$ cat src/logic/hdlc_irq_map.svh
`ifndef HDLC_IRQ_MAP_SVH
`define HDLC_IRQ_MAP_SVH
// Register byte offsets
`define OFS_PRIMARY 5'h00
`define OFS_EXTENDED 5'h04
`define OFS_MASK 5'h08
`define OFS_CONFIG 5'h0c
`define OFS_COMMAND 5'h10
`define OFS_TX_COUNT 5'h14
`define OFS_TIMER 5'h18
`define OFS_RX_INFO 5'h1c
// Primary status bits
`define PRI_POOL_FULL 0
`define PRI_MSG_END 1
`define PRI_POOL_READY 2
`define PRI_TIMER 3
`define PRI_EXT_PENDING 7
// Extended status bits
`define EXT_OVERFLOW 0
`define EXT_FRAME_START 1
`define EXT_MSG_REPEAT 2
`define EXT_UNDERRUN 3
`define EXT_PEER_CHANGE 4
`define EXT_PROTO_ERR 5
// Config bits
`define CFG_DMA 0
`define CFG_AUTO 1
`define CFG_ADDR_MODE 2
`define CFG_BUS 3
`define CFG_FS_EN 4
// Command bits
`define CMD_TRANSMITTER_RESET_CMD 0
`define CMD_XTF 1
`define CMD_XIF 2
`define CMD_XME 3
`define CMD_TIMER_GO 4
// Reset values and counts
`define MASK_RESET 8'h00
`define POOL_BYTES 16'h0020
`define FS_DELAY 2'h2
`endif

$ cat src/logic/hdlc_irq_pkg.sv
package hdlc_irq_pkg;
  // Receive side events from the datapath
  typedef struct packed {
    logic block_full;     // 32 bytes stored in rx fifo
    logic msg_open;       // current message not yet ended
    logic msg_stored;     // message or last part stored after crc and flag
    logic dma_read_done;  // dma finished reading complete message
    logic fifo_full;      // rx fifo full level
    logic frame_begin;    // new frame start seen
    logic addr_match;     // valid address match
    logic open_flag;      // opening flag seen
    logic byte_rx;        // one byte received
  } rx_events_t;
  // Transmit side events from the datapath
  typedef struct packed {
    logic half_free;      // 32-byte half empty and accessible
    logic frame_done;     // crc and closing flag shifted out
    logic byte_out;       // one data byte shifted out
    logic fifo_empty;     // transmit fifo empty level
    logic shift_idle;     // shifter has no data left
    logic collision;      // bus collision pulse
    logic cts;            // clear to send level
  } tx_events_t;
  // Layer-2 events from the frame decoder
  typedef struct packed {
    logic ack_pos;        // i-frame positively acknowledged
    logic nak;            // unexpected receive sequence number
    logic rr;             // rr frame received
    logic rnr;            // rnr frame received
    logic bad_nr;         // s- or i-frame with incorrect n(r)
    logic s_with_info;    // s-frame carrying an info field
  } l2_events_t;
  // Header fields captured at frame start
  typedef struct packed {
    logic [7:0] ctrl;
    logic [7:0] addr;
    logic [3:0] status;
  } frame_info_t;
endpackage : hdlc_irq_pkg

$ cat src/logic/hdlc_irq_sources.sv
`timescale 1ns/100ps
`include "hdlc_irq_map.svh"
// How it works
// - Interrupt mode: pool full at 32 bytes, message open
// - Interrupt mode: message end when message stored
// - DMA mode: message end after DMA read out
// - Overflow when fifo full and frame starts
// - Enabled frame start, two bytes after match/flag
// - Frame start latches control, address, status
// - Pool ready on reset command, or free half except in interrupt mode after end
// - Interrupt mode: pool ready when transparent frame completes after end
// - Auto mode: pool ready on positive acknowledge
// - Auto mode: repeat on negative acknowledge
// - Bus mode: repeat on collision after byte 32
// - Point mode: repeat on CTS loss after 32
// - Underrun when fifo empty without end indication
// - End indication from command or byte count
// - Layer-2 flags only in auto mode
// - Status change on RR/RNR against recorded peer
// - Protocol error on bad N(R) or S-info
// - Timer flag when timer and repeats expire
// - Interrupt holds until sources cleared by reading
// - Mask bits suppress primary indications individually
module hdlc_irq_sources
  import hdlc_irq_pkg::*;
#(
  parameter int TX_COUNT_W = 12,
  parameter int TIMER_W = 8,
  parameter int REPEAT_W = 3
) (
  // Clock, reset and enable
  input wire logic clk,
  input wire logic reset,
  input wire logic ce,
  // Avalon-MM slave
  input wire logic [4:0] avs_address,
  input wire logic avs_read,
  input wire logic avs_write,
  input wire logic [31:0] avs_writedata,
  output logic [31:0] avs_readdata,
  output logic avs_waitrequest,
  // Datapath events
  input wire rx_events_t rx_ev,
  input wire tx_events_t tx_ev,
  input wire l2_events_t l2_ev,
  input wire frame_info_t rx_info,
  input wire logic timer_tick,
  // Interrupt request
  output logic irq_n
);
  // ----------------------------------------
  // Bus handshake
  // ----------------------------------------
  logic ack_q;
  logic req;
  logic acc_rd;
  logic acc_wr;
  assign req = avs_read | avs_write;
  assign avs_waitrequest = req & ~ack_q;
  assign acc_rd = ce & avs_read & ack_q;
  assign acc_wr = ce & avs_write & ack_q;

  // One wait cycle, then accept
  always_ff @(posedge clk) begin
    if (reset) begin
      ack_q <= 1'b0;
    end else if (ce) begin
      ack_q <= req & ~ack_q;
    end
  end

  // ----------------------------------------
  // Software registers
  // ----------------------------------------
  logic [7:0] mask_q;
  logic [4:0] cfg_q;
  logic [TX_COUNT_W-1:0] tx_count_q;
  logic [TIMER_W-1:0] timer_val_q;
  logic [REPEAT_W-1:0] timer_rep_q;
  logic [4:0] cmd;
  logic dma_mode;
  logic auto_mode;

  assign cmd = (acc_wr && avs_address == `OFS_COMMAND) ? avs_writedata[4:0] : 5'h00;
  assign dma_mode = cfg_q[`CFG_DMA];
  assign auto_mode = cfg_q[`CFG_AUTO];

  // Writable registers
  always_ff @(posedge clk) begin
    if (reset) begin
      mask_q <= `MASK_RESET;
      cfg_q <= 5'h00;
      tx_count_q <= '0;
      timer_val_q <= '0;
      timer_rep_q <= '0;
    end else if (acc_wr) begin
      case (avs_address)
        `OFS_MASK: mask_q <= avs_writedata[7:0];
        `OFS_CONFIG: cfg_q <= avs_writedata[4:0];
        `OFS_TX_COUNT: tx_count_q <= avs_writedata[TX_COUNT_W-1:0];
        `OFS_TIMER: begin
          timer_val_q <= avs_writedata[TIMER_W-1:0];
          timer_rep_q <= avs_writedata[TIMER_W+REPEAT_W-1:TIMER_W];
        end
        default: ;
      endcase
    end
  end

  // ----------------------------------------
  // Receive events
  // ----------------------------------------
  logic set_pool_full;
  logic set_msg_end;
  logic set_overflow;
  logic set_frame_start;
  logic fs_arm_q;
  logic [1:0] fs_cnt_q;
  logic fs_trigger;
  frame_info_t info_q;

  assign set_pool_full = ~dma_mode & rx_ev.block_full & rx_ev.msg_open;
  assign set_msg_end = dma_mode ? rx_ev.dma_read_done
                                : rx_ev.msg_stored;
  assign set_overflow = rx_ev.fifo_full & rx_ev.frame_begin;
  assign fs_trigger = cfg_q[`CFG_FS_EN] &
                      (cfg_q[`CFG_ADDR_MODE] ? rx_ev.addr_match : rx_ev.open_flag);
  assign set_frame_start = fs_arm_q & rx_ev.byte_rx & (fs_cnt_q == `FS_DELAY - 2'h1);

  // Two-byte delay after match or opening flag
  always_ff @(posedge clk) begin
    if (reset) begin
      fs_arm_q <= 1'b0;
      fs_cnt_q <= 2'h0;
    end else if (ce) begin
      if (fs_trigger) begin
        fs_arm_q <= 1'b1;
        fs_cnt_q <= 2'h0;
      end else if (set_frame_start) begin
        fs_arm_q <= 1'b0;
      end else if (fs_arm_q && rx_ev.byte_rx) begin
        fs_cnt_q <= fs_cnt_q + 2'h1;
      end
    end
  end

  // Header snapshot for the CPU at frame start
  always_ff @(posedge clk) begin
    if (reset) begin
      info_q <= '0;
    end else if (ce && set_frame_start) begin
      info_q <= rx_info;
    end
  end

  // ----------------------------------------
  // Transmit events
  // ----------------------------------------
  logic tx_active_q;
  logic xme_seen_q;
  logic transparent_q;
  logic [TX_COUNT_W-1:0] sent_q;
  logic cts_q;
  logic eom;
  logic past_pool;
  logic empty_q;
  logic set_pool_ready;
  logic set_repeat;
  logic set_underrun;

  assign eom = dma_mode ? (sent_q == tx_count_q) : xme_seen_q;
  assign past_pool = sent_q >= TX_COUNT_W'(`POOL_BYTES);
  assign set_pool_ready = tx_ev.half_free & (dma_mode | ~tx_active_q | ~xme_seen_q)
                        | cmd[`CMD_TRANSMITTER_RESET_CMD]
                        | ~dma_mode & tx_active_q & ~xme_seen_q & tx_ev.half_free
                        | ~dma_mode & xme_seen_q & transparent_q & tx_ev.frame_done
                        | auto_mode & l2_ev.ack_pos;
  assign set_repeat = auto_mode & l2_ev.nak
                    | cfg_q[`CFG_BUS] & tx_ev.collision & past_pool
                    | ~cfg_q[`CFG_BUS] & cts_q & ~tx_ev.cts & past_pool;
  assign set_underrun = tx_active_q & tx_ev.fifo_empty & tx_ev.shift_idle & ~eom & ~empty_q;

  // Frame tracking and shifted byte count
  always_ff @(posedge clk) begin
    if (reset) begin
      tx_active_q <= 1'b0;
      xme_seen_q <= 1'b0;
      transparent_q <= 1'b0;
      sent_q <= '0;
    end else if (ce) begin
      if (cmd[`CMD_TRANSMITTER_RESET_CMD] || tx_ev.frame_done) begin
        tx_active_q <= 1'b0;
        xme_seen_q <= 1'b0;
      end else if (cmd[`CMD_XTF] || cmd[`CMD_XIF]) begin
        tx_active_q <= 1'b1;
        xme_seen_q <= cmd[`CMD_XME];
        transparent_q <= cmd[`CMD_XTF];
        sent_q <= '0;
      end else begin
        if (cmd[`CMD_XME]) begin
          xme_seen_q <= 1'b1;
        end
        if (tx_ev.byte_out) begin
          sent_q <= sent_q + TX_COUNT_W'(1);
        end
      end
    end
  end

  // Edge history for CTS loss and underrun one-shot
  always_ff @(posedge clk) begin
    if (reset) begin
      cts_q <= 1'b0;
      empty_q <= 1'b0;
    end else if (ce) begin
      cts_q <= tx_ev.cts;
      empty_q <= tx_ev.fifo_empty & tx_ev.shift_idle;
    end
  end

  // ----------------------------------------
  // Layer-2 events and timer
  // ----------------------------------------
  logic peer_ready_q;
  logic set_peer_change;
  logic set_proto_err;
  logic [TIMER_W-1:0] tcnt_q;
  logic [REPEAT_W-1:0] rcnt_q;
  logic trun_q;
  logic set_timer;

  assign set_peer_change = auto_mode & (l2_ev.rr & ~peer_ready_q | l2_ev.rnr & peer_ready_q);
  assign set_proto_err = auto_mode & (l2_ev.bad_nr | l2_ev.s_with_info);
  assign set_timer = trun_q & timer_tick & (tcnt_q == '0) & (rcnt_q == '0);

  // Recorded state of the peer receiver
  always_ff @(posedge clk) begin
    if (reset) begin
      peer_ready_q <= 1'b1;
    end else if (ce && auto_mode) begin
      if (l2_ev.rr) begin
        peer_ready_q <= 1'b1;
      end else if (l2_ev.rnr) begin
        peer_ready_q <= 1'b0;
      end
    end
  end

  // Timer with repeat counter
  always_ff @(posedge clk) begin
    if (reset) begin
      trun_q <= 1'b0;
      tcnt_q <= '0;
      rcnt_q <= '0;
    end else if (ce) begin
      if (cmd[`CMD_TIMER_GO]) begin
        trun_q <= 1'b1;
        tcnt_q <= timer_val_q;
        rcnt_q <= timer_rep_q;
      end else if (trun_q && timer_tick) begin
        if (tcnt_q != '0) begin
          tcnt_q <= tcnt_q - TIMER_W'(1);
        end else if (rcnt_q != '0) begin
          rcnt_q <= rcnt_q - REPEAT_W'(1);
          tcnt_q <= timer_val_q;
        end else begin
          trun_q <= 1'b0;
        end
      end
    end
  end

  // ----------------------------------------
  // Status registers, read clears, set wins
  // ----------------------------------------
  logic [3:0] pri_q;
  logic [5:0] ext_q;
  logic [3:0] pri_set;
  logic [5:0] ext_set;
  logic rd_pri;
  logic rd_ext;

  assign pri_set = {set_timer, set_pool_ready, set_msg_end, set_pool_full};
  assign ext_set = {set_proto_err, set_peer_change, set_underrun, set_repeat,
                    set_frame_start, set_overflow};
  assign rd_pri = acc_rd & (avs_address == `OFS_PRIMARY);
  assign rd_ext = acc_rd & (avs_address == `OFS_EXTENDED);

  // Sticky flags: a read clears only the flags it reported, so late events survive
  always_ff @(posedge clk) begin
    if (reset) begin
      pri_q <= 4'h0;
      ext_q <= 6'h00;
    end else if (ce) begin
      pri_q <= (pri_q & ~(rd_pri ? avs_readdata[3:0] : 4'h0)) | pri_set;
      ext_q <= (ext_q & ~(rd_ext ? avs_readdata[5:0] : 6'h00)) | ext_set;
    end
  end

  // Primary view with extended summary bit
  function automatic logic [7:0] primary_view(input logic [3:0] p, input logic [5:0] e);
    primary_view = {|e, 3'h0, p};
  endfunction : primary_view

  // Mask gates primary indications onto the pin
  assign irq_n = ~|(primary_view(pri_q, ext_q) & ~mask_q);

  // ----------------------------------------
  // Read data
  // ----------------------------------------
  always_ff @(posedge clk) begin
    if (reset) begin
      avs_readdata <= 32'h0000_0000;
    end else if (ce && avs_read && !ack_q) begin
      case (avs_address)
        `OFS_PRIMARY: avs_readdata <= {24'h000000, primary_view(pri_q, ext_q)};
        `OFS_EXTENDED: avs_readdata <= {26'h0000000, ext_q};
        `OFS_MASK: avs_readdata <= {24'h000000, mask_q};
        `OFS_CONFIG: avs_readdata <= {27'h0000000, cfg_q};
        `OFS_TX_COUNT: avs_readdata <= 32'(tx_count_q);
        `OFS_TIMER: avs_readdata <= 32'({timer_rep_q, timer_val_q});
        `OFS_RX_INFO: avs_readdata <= {12'h000, info_q};
        default: avs_readdata <= 32'h0000_0000;
      endcase
    end
  end
endmodule : hdlc_irq_sources

$ cat config.mk
export PLATFORM = sky130hd
export DESIGN_NAME = hdlc_irq_sources
export DESIGN_NICKNAME = d
export VERILOG_FILES = /design/src/logic/hdlc_irq_pkg.sv /design/src/logic/hdlc_irq_sources.sv
export VERILOG_INCLUDE_DIRS = /design/src /design/src/logic
export SDC_FILE = /design/constraint.sdc
export NUM_CORES = 1
export LEC_CHECK = 0
export BUFFER_PORTS_ARGS = -buffer_cell sky130_fd_sc_hd__buf_2
export CORE_ASPECT_RATIO = 0.8
export CORE_MARGIN = 8
export CORE_UTILIZATION = 35
export CTS_CLUSTER_SIZE = 14
export DETAILED_ROUTE_END_ITERATION = 12
export SLEW_MARGIN = 10
export SYNTH_ARGS = -nofsm -noshare
export SYNTH_HDL_FRONTEND = slang
export SYNTH_SLANG_ARGS = --single-unit
$ cat constraint.sdc
create_clock -name clk -period 2.55 [get_ports clk]
set_clock_uncertainty 0.05 [all_clocks]
set_input_delay 0.255 -clock clk [delete_from_list [all_inputs] [get_ports clk]]
set_output_delay 0.255 -clock clk [all_outputs]
set_load 0.1 [all_outputs]
==> impl_metrics.toml <==
[placement]
port_buffers = 86
detailed_place_hpwl_mm = 13.1
gp_routability_congestion = 0.880
placed_cells = 1003
dpl-instance-area_um2 = 6400
post-place-ws_ns = 0.221

[yosys]
sequential_cell_area_fraction_in_the_yosys_report = 0.418
yosys-top-cells-count = "137 x sky130_fd_sc_hd__nand2_1, 120 x sky130_fd_sc_hd__dfxtp_1, 81 x sky130_fd_sc_hd__a21oi_1"
synthCells = 719
yosys_most_used_dff = "sky130_fd_sc_hd__dfxtp_1"
synth.lib_cells_used.distinct = 57
synth_top_area_cell = "sky130_fd_sc_hd__dfxtp_1"
synth.area.top_cells = "sky130_fd_sc_hd__dfxtp_1 42%, sky130_fd_sc_hd__nand2_1 9.0%, sky130_fd_sc_hd__a21oi_1 7.1%"
synth-seq-cells = 120
ys.warnings.count = 0
post-synth-top-count-cell = "sky130_fd_sc_hd__nand2_1"
synth_edf_count = 0
async_sr_flop_fraction = 0
syn_area_um2 = 5740
synth_top_area_frac = 0.418
syn-mean-instance-area_um2 = 7.99

[layout]
area_of_the_multi_input_gates_um2 = 3040
areaGrowthSynthToFinish_pct = 22.2
fin_cells = 1034
fillers = 1672
drive_above_1_share = 0.192
insertedDiodeCount = 0
sequential_cell_area_um2 = 2400
finish.net_count = 894
postLayoutCellArea_um2 = 7020
fin_util = 0.431

[setup_path]
arrival_ns = 1.96
worst_setup_path_end_kind = "output pin"
critical_path.top_delay_family = "simple AND/OR/NAND/NOR gates"
cells_along_the_critical_path = "nor4_1 > a21oi_1 > nor3_2 > buf_2"
worstPathMaxFanout = 3
critPathRequiredTime_ns = 2.25
buf_inv_stages_crit_path = 1
cpMaxStageDelayCell = "sky130_fd_sc_hd__buf_2"
setup.worst_path.start_class = "register"
worstSetupPathType = "reg2out"
crit_path_max_incr_delay_ns = 0.46

[floorplan]
std_cell_rows = 42
core_region_area_um2 = 16300
io-pin-count = 119
dieArea_um2 = 20800
floorplan.initialDensity = 0.353
die_h_um = 131
chipWidth_um = 159

[timing]
max_slew.worst_pin.slew_ns = 0.817
final.hold.worst_slack_ns = 0.0220
fin_ws_ns = 0.283
setup_viol = 0
slew-limit-headroom = 0.451
fmax_ghz = 0.441
setup_total_negative_slack_ns = 0
final_period_minus_worst_setup_slack_ns = 2.27
report.final.hold_viol_count = 0
min_period_over_period = 0.889
maxSlewViolCount = 0
rsz0062_at_grt = "no"

[power_and_ir_drop]
power.density_cell_area_nw_per_um2 = 672
total_power_consumption_mw = 4.72
peakVddDrop_mv = 0.499
p_leak_nw = 2.75

[clocking]
cts_hold_buffers = 0
clkSlewWorstSetupHoldPaths_ns = 0.06
post_cts_resize_count = 0
cts_root_buffer = "sky130_fd_sc_hd__clkbuf_16"
cts_buffer_depth = 2
cts-htree-levels = 4
clkLatencyLatePin_ns = 0.42
numClockSinks = 120
cts-buffers-inserted = 17
postCtsSetupRepairBufs = 0
tritoncts = "done"

[global_route]
first_global_vias = 5163
groute.usage.overall = 0.172
grt_antenna_before_repair = 0
use_met1 = 0.234
grt_pass1_wl_mm = 28.0
grt_use_met2 = 0.262
grt_most_used_layer = "met2"
pin_count_of_the_biggest_net_entering_global_routing = 58
met3_usage = 0.0510
overflow = 0

[route]
vias_per_cell = 5.25
vias_after_detailed_routing = 5431
drc_errors = 0
detail_route.wirelength_mm = 17.9
detail-route-antenna-nets = 0
first_pass_iters = 5
drt_iter0_markers = 491
route.detailed.wl_per_inst_um = 17.4

[hold_path]
hold_path.class = "in2reg"

[run]
cap_violations = 0

[outcome]
status = "complete, no violations"
[routing by layer]
layer,part of all wire,vias to the layer above
li1,-,2683
met1,0.49,2556
met2,0.44,177
met3,0.067,15
met4,0.0070,0
met5,0,-
[worst paths after layout]
path | startpoint | to | slack (ns) | cells after the start
worst max register to register | tcnt_q[0] | trun_q | 0.41 | 7
worst min-delay path | rx_info[16] | info_q[16] | 0.02 | 3
worst min register to register | avs_readdata[12] | avs_readdata[12] | 0.39 | 2
worst max-delay path | ext_q[0] | irq_n | 0.28 | 4
[cells by family after synthesis]
family	Yosys count	share of synthesized area
AO/OA/AOI/OAI	173	0.191
multiplexers	23	0.0423
other	1	0.000653
flip-flops	120	0.418
buffers and inverters	77	0.0601
AND/OR/NAND/NOR	298	0.242
XOR/XNOR	20	0.0305
adder cells (fa/ha/maj)	7	0.0152
[sequential cells by signal (all words and copies together) (netlist names), 2 cells and up]
name,flops
avs_readdata,20
cfg_q,5
ext_q,6
fs_cnt_q,2
info_q,20
mask_q,8
pri_q,4
rcnt_q,3
sent_q,12
tcnt_q,8
timer_rep_q,3
timer_val_q,8
tx_count_q,12
[cell type report]
type / count / area share
Sequential cell: 120 / 0.342
Multi-Input combinational cell: 533 / 0.434
Inverter: 21 / 0.0112
Clock inverter: 11 / 0.0209
Clock buffer: 20 / 0.0665
Timing Repair Buffer: 109 / 0.0863
Tap cell: 220 / 0.0392
[report_power, final]
group          internal [mW]  total (mW)  switching (mW)
logic                 0.0844       0.334           0.250
registers               1.88        1.89         0.00911
clock network           1.61        2.49           0.884
total                   3.58        4.72            1.14
[placed cells by master (no fill, tap or decap), types with 6 or more instances in the layout]
cell and count:
sky130_fd_sc_hd__a21o_1 9, sky130_fd_sc_hd__a21oi_1 81, sky130_fd_sc_hd__a22o_1 8, sky130_fd_sc_hd__a22oi_1 13, sky130_fd_sc_hd__a31oi_1 11, sky130_fd_sc_hd__a32oi_1 6, sky130_fd_sc_hd__and3_1 14, sky130_fd_sc_hd__buf_2 85
sky130_fd_sc_hd__buf_4 24, sky130_fd_sc_hd__clkbuf_16 17, sky130_fd_sc_hd__conb_1 12, sky130_fd_sc_hd__dfxtp_1 120, sky130_fd_sc_hd__ha_1 7, sky130_fd_sc_hd__inv_1 21, sky130_fd_sc_hd__mux2_2 10, sky130_fd_sc_hd__mux2i_1 13
sky130_fd_sc_hd__nand2_1 137, sky130_fd_sc_hd__nand3_1 30, sky130_fd_sc_hd__nand4_1 10, sky130_fd_sc_hd__nor2_1 52, sky130_fd_sc_hd__nor3_1 8, sky130_fd_sc_hd__nor4_1 8, sky130_fd_sc_hd__o21ai_0 15, sky130_fd_sc_hd__xnor2_1 7
sky130_fd_sc_hd__xor2_1 13
[tightest hold or removal path, stage by stage]
cell	delay, ns
sky130_fd_sc_hd__buf_2	0.09
sky130_fd_sc_hd__nand2_1	0.04
sky130_fd_sc_hd__a21oi_1	0.05
Power figures use the tool's default switching activity.
